--- config.mk ---
export PLATFORM = sky130hd
export DESIGN_NAME = fan_loop_config_regs
export DESIGN_NICKNAME = d
export VERILOG_FILES = /design/src/core/fan_loop_pkg.sv /design/src/core/fan_loop_config_regs.sv
export SDC_FILE = /design/constraint.sdc
export NUM_CORES = 1
export LEC_CHECK = 0
export ABC_CLOCK_PERIOD_IN_PS = 1700
export BUFFER_PORTS_ARGS = -buffer_cell sky130_fd_sc_hd__clkbuf_2
export CAP_MARGIN = 20
export CORE_UTILIZATION = 30
export CTS_BUF_LIST = sky130_fd_sc_hd__clkbuf_4 sky130_fd_sc_hd__clkbuf_8 sky130_fd_sc_hd__clkbuf_16
export DETAILED_ROUTE_END_ITERATION = 7
export PLACE_DENSITY = 0.53
export SYNTH_ARGS = -nofsm -noshare
export SYNTH_HDL_FRONTEND = slang
export SYNTH_SLANG_ARGS = --single-unit
--- constraint.sdc ---
create_clock -name clk_i -period 1.7 [get_ports clk_i]
set_input_delay 0.255 -clock clk_i [delete_from_list [all_inputs] [get_ports clk_i]]
set_output_delay 0.255 -clock clk_i [all_outputs]
set_load 0.01 [all_outputs]
--- src/core/fan_loop_pkg.sv ---
// constants, field layouts and carrier types for the fan loop register bank
// assumes a single 25 MHz clock domain shared with the management bus slave
// What this block does
// - local start temperature sits in bits 7:3, 4 degree steps, 0 to 124, 32 after reset.
// - remote start temperature sits in bits 7:3, 4 degree steps, 48 (code 01100) after reset.
// - local span bits 2:0 decode 000=5, 001=10 (reset), 010=20, 011=40, 100=80 degrees.
// - remote span uses the same five doubling codes, resetting to 10 degrees.
// - the local and remote start/span registers reset to 0x41 and 0x61 and are read/write.
// - with the alarm-forces-full-fan bit set (reset 1), own alarm assertion forces full fan.
// - with that bit clear, own alarm assertion leaves the fan under normal control.
// - an alarm pin pulled low from outside forces full fan regardless of the bit.
// - alarm register bits 6:4 are read-only zeros and ignore writes.
// - alarm register bits 3:0 return a fixed read-only revision and ignore writes.
// - local offset bit 7 chooses add (0) or subtract (1); the register resets to 0x00.
// - local offset bits 6:4 are writable but unused and read back as zeros.
// - in automatic mode the normal-speed nibble is the minimum fan speed.
// - the local offset magnitude is bits 3:0, up to 15 degrees.
package fan_loop_pkg;
  localparam logic [7:0] LOCAL_OFFSET_ADDR = 8'h0d;
  localparam logic [7:0] LOCAL_START_SPAN_ADDR = 8'h24;
  localparam logic [7:0] REMOTE_START_SPAN_ADDR = 8'h25;
  localparam logic [7:0] ALARM_REV_ADDR = 8'h3f;
  localparam logic [7:0] LOCAL_OFFSET_RESET = 8'h00;
  localparam logic [7:0] LOCAL_START_SPAN_RESET = 8'h41;
  localparam logic [7:0] REMOTE_START_SPAN_RESET = 8'h61;
  localparam logic ALARM_FULL_RESET = 1'b1;
  // revision value is arbitrary
  localparam logic [3:0] REVISION = 4'h1;
  localparam logic [3:0] FULL_SPEED = 4'hf;
  localparam int START_LSB = 3;
  localparam int START_STEP_SHIFT = 2;
  localparam int SIGN_BIT = 7;
  localparam int ALARM_FULL_BIT = 7;

  typedef struct packed {
    logic [4:0] start;
    logic [2:0] span;
  } start_span_s;

  typedef struct packed {
    logic [7:0] temp;
    logic alarm_own;
    logic alarm_ext;
    logic auto_mode;
    logic [3:0] min_speed;
  } fan_inputs_s;
endpackage

--- src/core/fan_loop_config_regs.sv ---
// fan loop configuration register bank and automatic speed computation
// assumes a decoded byte-wide register port from the management bus slave
`timescale 1ns/1ps
module fan_loop_config_regs
  import fan_loop_pkg::*;
(
  input wire logic clk_i,
  input wire logic resetn_i,
  input wire logic [7:0] reg_addr_i,
  input wire logic reg_wr_i,
  input wire logic [7:0] reg_wdata_i,
  output logic [7:0] reg_rdata_o,
  input wire logic [7:0] local_temp_i,
  input wire logic [7:0] remote_temp_i,
  input wire logic alarm_own_i,
  input wire logic alarm_pin_low_i,
  input wire logic auto_mode_i,
  input wire logic [3:0] min_speed_i,
  output logic [7:0] local_temp_adj_o,
  output logic [3:0] fan_speed_o,
  output logic [4:0] local_start_o,
  output logic [4:0] remote_start_o
);
  logic [1:0] rst_sync;
  logic [1:0] next_rst_sync;
  logic rst_n;
  logic [1:0] ext_sync;
  logic [1:0] next_ext_sync;
  start_span_s local_ss, next_local_ss;
  start_span_s remote_ss, next_remote_ss;
  logic alarm_full, next_alarm_full;
  logic [7:0] offset, next_offset;
  logic [7:0] next_rdata;
  logic [7:0] next_adj;
  logic [3:0] next_speed;
  logic wr_local, wr_remote, wr_alarm, wr_offset;
  start_span_s chan_ss [2];
  logic [7:0] chan_temp [2];
  logic [3:0] chan_spd [2];
  fan_inputs_s fan_in;

  // reset release: ones shift in once the pin goes high
  always_comb begin
    next_rst_sync = {rst_sync[0], 1'h1};
  end

  always_ff @(posedge clk_i or negedge resetn_i) begin
    if (!resetn_i) begin
      rst_sync <= 2'h0;
    end else begin
      rst_sync <= next_rst_sync;
    end
  end
  assign rst_n = rst_sync[1];

  // external alarm pin is asynchronous
  always_comb begin
    next_ext_sync = {ext_sync[0], alarm_pin_low_i};
  end

  always_ff @(posedge clk_i or negedge rst_n) begin
    if (!rst_n) begin
      ext_sync <= 2'h0;
    end else begin
      ext_sync <= next_ext_sync;
    end
  end

  // span code to degrees: 5 shifted left by the code
  function automatic logic [8:0] span_deg(input logic [2:0] code);
    span_deg = 9'h005 << code;
  endfunction

  // speed ramp for one channel
  function automatic logic [3:0] ramp(input logic [7:0] temp,
                                      input start_span_s ss,
                                      input logic [3:0] min_spd);
    logic [8:0] start_deg;
    logic [8:0] span;
    logic [8:0] above;
    logic [12:0] prod;
    logic [12:0] step;
    start_deg = {2'h0, ss.start, 2'h0};
    span = span_deg(ss.span);
    above = 9'h000;
    prod = 13'h0000;
    step = 13'h0000;
    if ({1'h0, temp} < start_deg) begin
      ramp = 4'h0;
    end else if ({1'h0, temp} >= start_deg + span) begin
      ramp = FULL_SPEED;
    end else begin
      above = {1'h0, temp} - start_deg;
      prod = 13'(above) * 13'(FULL_SPEED - min_spd);
      step = prod / 13'(span);
      ramp = min_spd + step[3:0];
    end
  endfunction

  // write strobes per register
  always_comb begin
    wr_local = reg_wr_i && (reg_addr_i == LOCAL_START_SPAN_ADDR);
    wr_remote = reg_wr_i && (reg_addr_i == REMOTE_START_SPAN_ADDR);
    wr_alarm = reg_wr_i && (reg_addr_i == ALARM_REV_ADDR);
    wr_offset = reg_wr_i && (reg_addr_i == LOCAL_OFFSET_ADDR);
  end

  // next register values; unmapped addresses are ignored
  always_comb begin
    next_local_ss = local_ss;
    next_remote_ss = remote_ss;
    next_alarm_full = alarm_full;
    next_offset = offset;
    if (wr_local) begin
      next_local_ss = reg_wdata_i;
    end
    if (wr_remote) begin
      next_remote_ss = reg_wdata_i;
    end
    if (wr_alarm) begin
      next_alarm_full = reg_wdata_i[ALARM_FULL_BIT];
    end
    if (wr_offset) begin
      next_offset = reg_wdata_i;
    end
  end

  // read mux, registered one cycle after the address
  always_comb begin
    case (reg_addr_i)
      LOCAL_START_SPAN_ADDR: next_rdata = local_ss;
      REMOTE_START_SPAN_ADDR: next_rdata = remote_ss;
      ALARM_REV_ADDR: next_rdata = {alarm_full, 3'h0, REVISION};
      LOCAL_OFFSET_ADDR: next_rdata = {offset[7], 3'h0, offset[3:0]};
      default: next_rdata = 8'h00;
    endcase
  end

  // carrier of what the speed decision depends on
  always_comb begin
    fan_in = '0;
    fan_in.temp = next_adj;
    fan_in.alarm_own = alarm_own_i;
    fan_in.alarm_ext = ext_sync[1];
    fan_in.auto_mode = auto_mode_i;
    fan_in.min_speed = min_speed_i;
  end

  // signed-magnitude local offset
  always_comb begin
    if (offset[SIGN_BIT]) begin
      next_adj = local_temp_i - {4'h0, offset[3:0]};
    end else begin
      next_adj = local_temp_i + {4'h0, offset[3:0]};
    end
  end

  assign chan_ss[0] = local_ss;
  assign chan_ss[1] = remote_ss;
  assign chan_temp[0] = fan_in.temp;
  assign chan_temp[1] = remote_temp_i;

  // one speed ramp per channel
  genvar ch;
  generate
    for (ch = 0; ch < 2; ch++) begin : g_chan
      assign chan_spd[ch] = ramp(chan_temp[ch], chan_ss[ch],
                                 fan_in.min_speed);
    end
  endgenerate

  // alarms first, then the automatic ramp or the fixed speed
  always_comb begin
    next_speed = fan_in.min_speed;
    if (fan_in.alarm_ext) begin
      next_speed = FULL_SPEED;
    end else if (fan_in.alarm_own && alarm_full) begin
      next_speed = FULL_SPEED;
    end else if (fan_in.auto_mode) begin
      next_speed = chan_spd[1];
      if (chan_spd[0] > chan_spd[1]) begin
        next_speed = chan_spd[0];
      end
      if (next_speed < fan_in.min_speed) begin
        next_speed = fan_in.min_speed;
      end
    end
  end

  // configuration registers
  always_ff @(posedge clk_i or negedge rst_n) begin
    if (!rst_n) begin
      local_ss <= LOCAL_START_SPAN_RESET;
      remote_ss <= REMOTE_START_SPAN_RESET;
      alarm_full <= ALARM_FULL_RESET;
      offset <= LOCAL_OFFSET_RESET;
    end else begin
      local_ss <= next_local_ss;
      remote_ss <= next_remote_ss;
      alarm_full <= next_alarm_full;
      offset <= next_offset;
    end
  end

  // read data
  always_ff @(posedge clk_i or negedge rst_n) begin
    if (!rst_n) begin
      reg_rdata_o <= 8'h00;
    end else begin
      reg_rdata_o <= next_rdata;
    end
  end

  // speed and adjusted temperature
  always_ff @(posedge clk_i or negedge rst_n) begin
    if (!rst_n) begin
      local_temp_adj_o <= 8'h00;
      fan_speed_o <= 4'h0;
    end else begin
      local_temp_adj_o <= fan_in.temp;
      fan_speed_o <= next_speed;
    end
  end

  assign local_start_o = local_ss.start;
  assign remote_start_o = remote_ss.start;
endmodule

* Word level (Yosys, flattened, before mapping)
Index checks and enable logic that the tools add are counted.
** Storage, ports and cells
- Register bits :: 49
- Input bits :: 42
- Output and inout bits :: 30
- Logic and storage cells :: 55
** Cells by class
- Add/subtract/negate cells :: 9
- $mul :: 2
- Divide/modulo/power cells :: 2
- $lt $le $gt $ge :: 6
- Equal/unequal tests :: 4
- Shift-type cells :: 2
- Multiplexer cells :: 14
- Reduce and logical (&&, ||, !) cells :: 5
** Operator list (count)
- 2-to-1 mux 4 bit :: 12
- case mux 8 bit (4 select lines) :: 1
- divider 13 x 9 -> 13 bit :: 2
- == test 8 x 6 -> 1 bit (second input constant) :: 3
- adder 7 x 9 -> 9 bit :: 2
- >= comparator 8 x 9 -> 1 bit :: 2
- << shifter 3 x 3 -> 9 bit (first input constant) :: 2
- subtractor 8 x 7 -> 9 bit :: 2
- less-than comparator 8 x 7 -> 1 bit :: 2
- multiplier 10 x 5 -> 13 bit :: 1
- multiplier 9 x 13 -> 13 bit :: 1
- adder 4 bit :: 2
- adder 8 x 4 -> 8 bit :: 1
- == test 8 x 4 -> 1 bit (second input constant) :: 1
- 2-to-1 mux 8 bit :: 1
- subtractor 8 x 4 -> 8 bit :: 1
- logical AND 1 bit :: 5
- subtractor 4 x 4 -> 5 bit (first input constant) :: 1
- greater-than comparator 4 bit :: 1
- less-than comparator 4 bit :: 1

* Longest topological paths before layout
- Depth in word-level cells :: 18
- Mapped depth :: 140
- Mapped depth without buffers :: 135

* Least setup slack after synthesis
Ideal clock, no wire load.
- Path type :: register to register
- From :: register offset[0]
- To :: register fan_speed_o[1]
- Setup time :: 0.133 ns
- Arrival time :: 27.412 ns
- Required time :: 1.567 ns
- Setup slack :: -25.845 ns
- Stages on the path, launching flop included :: 134
- Path buffers :: 5
- Clock period less this slack :: 27.545 ns
- Cells stage by stage :: dfrtp_1 > inv_1 > ha_1 > mux2_2 > inv_1 > ha_1 > nor2b_1 > o21ai_0 > a21boi_0 > nor2_1 > ha_1 > a21oi_1 > o21ai_0 > and2_1 > o21ai_0 > nand2b_1 > xor2_1 > or2_2 > [... 98 more ...] > ha_1 > fa_1 > o21ai_0 > inv_1 > ha_1 > nor2b_1 > o21ai_0 > nand2b_1 > a21oi_1 > a41o_1 > mux2i_1 > ha_1 > a21o_1 > nand2_1 > and3b_1 > a21boi_0 > mux2i_1 > nand2_1
** On the way
- Longest elaborated chain between the ends :: 18
- Elaborated cells on any way between the ends :: 21
- Classes of those cells :: add/sub (4); mul (1); div (1); order compare (4); mux (11)
** Ends and longest elaborated chain
- start: declaration :: line fan_loop_config_regs.sv:32 : logic [7:0] offset, next_offset;
- start signal: assignment :: line fan_loop_config_regs.sv:201 : offset <= next_offset;
- adder 8 x 4 -> 8 bit / subtractor 8 x 4 -> 8 bit (equally long branches) :: line fan_loop_config_regs.sv:154, fan_loop_config_regs.sv:152
- 2-to-1 mux 8 bit (*) :: line fan_loop_config_regs.sv:151 : if (offset[SIGN_BIT]) begin
- named net next_adj[3] :: line fan_loop_config_regs.sv:34 : logic [7:0] next_adj;
- subtractor 8 x 7 -> 9 bit :: line fan_loop_config_regs.sv:93 : above = {1'h0, temp} - start_deg;
- multiplier 9 x 13 -> 13 bit :: line fan_loop_config_regs.sv:94 : prod = 13'(above) * 13'(FULL_SPEED - min_spd);
- divider 13 x 9 -> 13 bit :: line fan_loop_config_regs.sv:95 : step = prod / 13'(span);
- adder 4 bit :: line fan_loop_config_regs.sv:96 : ramp = min_spd + step[3:0];
- 2-to-1 mux 4 bit :: line fan_loop_config_regs.sv:90 : end else if ({1'h0, temp} >= start_deg + span) begin
- [... 4 more ...]
- 2-to-1 mux 4 bit (*) :: line fan_loop_config_regs.sv:177 : end else if (fan_in.alarm_own && alarm_full) begin
- 2-to-1 mux 4 bit (*) :: line fan_loop_config_regs.sv:175 : if (fan_in.alarm_ext) begin
- less-than comparator 4 bit :: line fan_loop_config_regs.sv:184 : if (next_speed < fan_in.min_speed) begin
- 2-to-1 mux 4 bit (*) :: line fan_loop_config_regs.sv:184
- 2-to-1 mux 4 bit (*) :: line fan_loop_config_regs.sv:179 : end else if (fan_in.auto_mode) begin
- 2-to-1 mux 4 bit (*) :: line fan_loop_config_regs.sv:177
- 2-to-1 mux 4 bit (*) :: line fan_loop_config_regs.sv:175
- named net next_speed[1] :: line fan_loop_config_regs.sv:35 : logic [3:0] next_speed;
- end signal: assignment :: line fan_loop_config_regs.sv:221 : fan_speed_o <= next_speed;
- end: declaration :: line fan_loop_config_regs.sv:20 : output logic [3:0] fan_speed_o,
Mark *: on every way through the listed nets, which the timed path passes. The rest lies on a longest branch. The select of a mux whose other input is x is not followed.
A chain may end at the register's enable or synchronous reset.

* Worst setup path after layout
- From :: register offset[1]
- To :: register fan_speed_o[1]
The elaborated chain is that of the path after synthesis.

==> impl_metrics.tcl <==
set metrics [dict create \
    synth_warnings 0 \
    gr-total-overflow 0 \
    grt_pass1_wl_um 81900 \
    layout_commonest_cell "buf_4" \
    synthArstFlopShare 1.00 \
    vias 16141 \
    violations "design-rule violations, negative setup slack" \
    slew_viol_final 0 \
    clkTransAtPathRegs_ps 70 \
    cts_root_buf "clkbuf_16" \
    period_needed_ps 25350 \
    routed_wl_um 50200 \
    initial_core_util 0.305 \
    worst_pin_slew_ps 553 \
    nets 2951 \
    numCtsBuffers 5 \
    synth_cell_types 93 \
    routed_via_density 5.04 \
    synth.avg_cell_area_um2 7.91 \
    die_h_um 220 \
    grt_pass1_vias 16821 \
    clockBufferDepth 2 \
    crit_path_start_kind "flip-flop" \
    drtIter0Drc 597 \
    clock.fmax_ghz 0.0394 \
    netlist_instances 1802 \
    clk-insertion-delay-late_ps 290 \
    timing.rr.start "offset[1]$_DFFE_PN0P_" \
    place.detailed.hpwl_um 40700 \
    drv_cap 0 \
    num_rows 79 \
    hold_path_class "input port to flip-flop" \
    wl_met2_um 24800 \
    drc 2 \
    track_usage 0.207 \
    dpl.cell_count 3100 \
    antenna_found_initial 2 \
    area_delta_synth_final_pct 58.1 \
    worst_path_max_delay_cell "fa_2" \
    critPathRequiredTime_ps 1850 \
    hold_depth 1 \
    tns_ps -98310 \
    diodes 0 \
    max_stage_delay_ps 550 \
    setup_viol 11 \
    crit_fanout 6 \
    hold_viol 0 \
    pin_count 72 \
    synth_top_flop_cell "dfrtp_1" \
    drtAntennaViolNets 0 \
    rr_worst_depth 135 \
    h-tree-depth 2 \
    top_layer "met5" \
    relSlewSlack 0.622 \
    stdcell_count 3205 \
    cts_tree "done" \
    timing.final.ws_setup_ps -23650 \
    crit_path_end_kind "flip-flop" \
    crit_type "flip-flop to flip-flop" \
    die_area_um2 48400 \
    wl_met3_um 1300 \
    placement.io_buffers 71 \
    yosysSeqAreaShare 0.0813 \
    clock_skew_ps 9.04 \
    ys_seq_elements 46 \
    rsz0062_at_grt "true" \
    m1WireLength_um 22600 \
    finalWeightedCongestion 0.894 \
    dr.pass1.iters 7 \
    synth_area_um2 14200 \
    worstPathArrival_ps 25500 \
    grt_start_max_net_pins 22 \
    synth_edf_count 0 \
    synth_fp_nets 2156 \
    hp-start "alarm_pin_low_i" \
    cts_sinks 46 \
    status "finished with violations" \
    drive_gt1_frac 0.453 \
    coreArea_um2 46700 \
    crit_start "offset[1]$_DFFE_PN0P_" \
    layout_common_cells "744 x buf_4, 234 x ha_1, 171 x nor2_1, 140 x inv_1, 113 x nand2_1" \
    avgRoutedWirePerCell_um 15.7 \
    finalCritPeriodShare 14.9 \
    die_x_um 220 \
]
per-layer routing:
layer / global-route usage / vias to the layer above
met3: 0.0166 / 97
met5: 0 / -
met1: 0.253 / 7649
li1: - / 8127
met4: 0.0618 / 4
met2: 0.381 / 264
cells by family after synthesis:
| group | after synthesis | share of synthesized area |
|---|---|---|
| simple gates | 575 | 0.197 |
| compound gates | 474 | 0.231 |
| fa+ha+maj | 312 | 0.293 |
| buf+inv | 189 | 0.0557 |
| xor+xnor | 106 | 0.0652 |
| mux | 99 | 0.0768 |
| flops | 46 | 0.0813 |
| other cells | 1 | 0.000263 |
critical path: cells and delay by family (launching register included):
| family | cells | cell delay (ps) |
|---|---|---|
| AO/OA/AOI/OAI | 56 | 10350 |
| adder cells (fa/ha/maj) | 23 | 6880 |
| AND/OR/NAND/NOR | 32 | 3900 |
| buffers and inverters | 16 | 1860 |
| multiplexers | 6 | 1470 |
| flip-flops | 1 | 420 |
| XOR/XNOR | 2 | 280 |
path summary, 6_finish.rpt:
path / endpoint / slack, ps
min in group asynchronous: reg_rdata_o[7]$_DFF_PN0_ / 190
max reg2reg: fan_speed_o[1]$_DFF_PN0_ / -23650
max: fan_speed_o[1]$_DFF_PN0_ / -23650
min reg2reg: reg_rdata_o[7]$_DFF_PN0_ / 190
min: ext_sync[0]$_DFF_PN0_ / 80
max in group asynchronous: remote_start_o[2]$_DFFE_PN1P_ / 970
synth_stat cells (all sizes together), types with 5 or more instances:
| cell type | instances | area, µm² |
|---|---|---|
| o221a | 6 | 67.6 |
| nor2 | 186 | 698 |
| or2 | 27 | 169 |
| nor2b | 32 | 200 |
| a311o | 5 | 50.1 |
| a22o | 5 | 43.8 |
| o21bai | 7 | 52.6 |
| fa | 36 | 721 |
| clkbuf | 24 | 91.3 |
| and3 | 8 | 50.1 |
| nand2b | 40 | 250 |
| a31o | 9 | 87.6 |
| ha | 276 | 3450 |
| a41o | 6 | 60.1 |
| dfrtp | 40 | 1000 |
| o31a | 5 | 43.8 |
| a21boi | 13 | 97.6 |
| a211o | 8 | 70.1 |
| or3 | 19 | 120 |
| o221ai | 7 | 61.3 |
| a211oi | 14 | 105 |
| o21a | 53 | 398 |
| mux2 | 74 | 841 |
| mux2i | 25 | 254 |
| o211ai | 21 | 163 |
| and2 | 16 | 104 |
| nor3b | 7 | 52.6 |
| a21oi | 98 | 494 |
| nand2 | 119 | 447 |
| xor2 | 39 | 342 |
| dfstp | 6 | 158 |
| and4 | 5 | 43.8 |
| xnor2 | 67 | 587 |
| inv | 144 | 541 |
| nor3 | 53 | 265 |
| a31oi | 12 | 75.1 |
| nand4 | 12 | 75.1 |
| nand3 | 27 | 135 |
| o21ai | 91 | 459 |
| buf | 20 | 151 |
| a21o | 52 | 390 |
| o31ai | 13 | 103 |
| nor4 | 5 | 31.3 |
what timing repair did:
| action | 4_1_cts | 5_1_grt |
|---|---|---|
| resized for setup | 130 | 84 |
| setup endpoints to repair | 11 | 11 |
| hold buffers | 1 | 0 |
| cloned | 1 | 0 |
| hold endpoints to repair | 2 | 0 |
| setup buffers | 69 | 31 |
| pin swaps | 94 | 88 |
cell type report:
cell class	instances	area, µm²
inverter	144	541
multi-input combinational	1568	13700
clock inverter	1	30.0
fill	4436	24100
timing repair buffer	832	6160
tap	607	759
sequential	46	1160
clock buffer	7	146
sequential cells by signal, summed over array words and instances (netlist names), 4 cells and up:
register,flops
chan_ss,6
fan_speed_o,4
local_start_o,5
local_temp_adj_o,8
offset,5
reg_rdata_o,8
remote_start_o,5
per-stage QoR:
step	setup WS (ps)	hold slack [ps]	utilization	cell area, µm²
after floorplan	-23070	-40.6	-	14700
after global placement	-24030	42.5	0.441	20600
after detailed placement	-24370	44.4	0.441	20600
after CTS	-23240	72.3	0.469	21900
after global routing	-24850	81.7	0.483	22500
final	-23650	82.4	0.483	22500
Power is not shown: default switching activity piles up to over one toggle a cycle in this logic, so the estimate is an artifact.
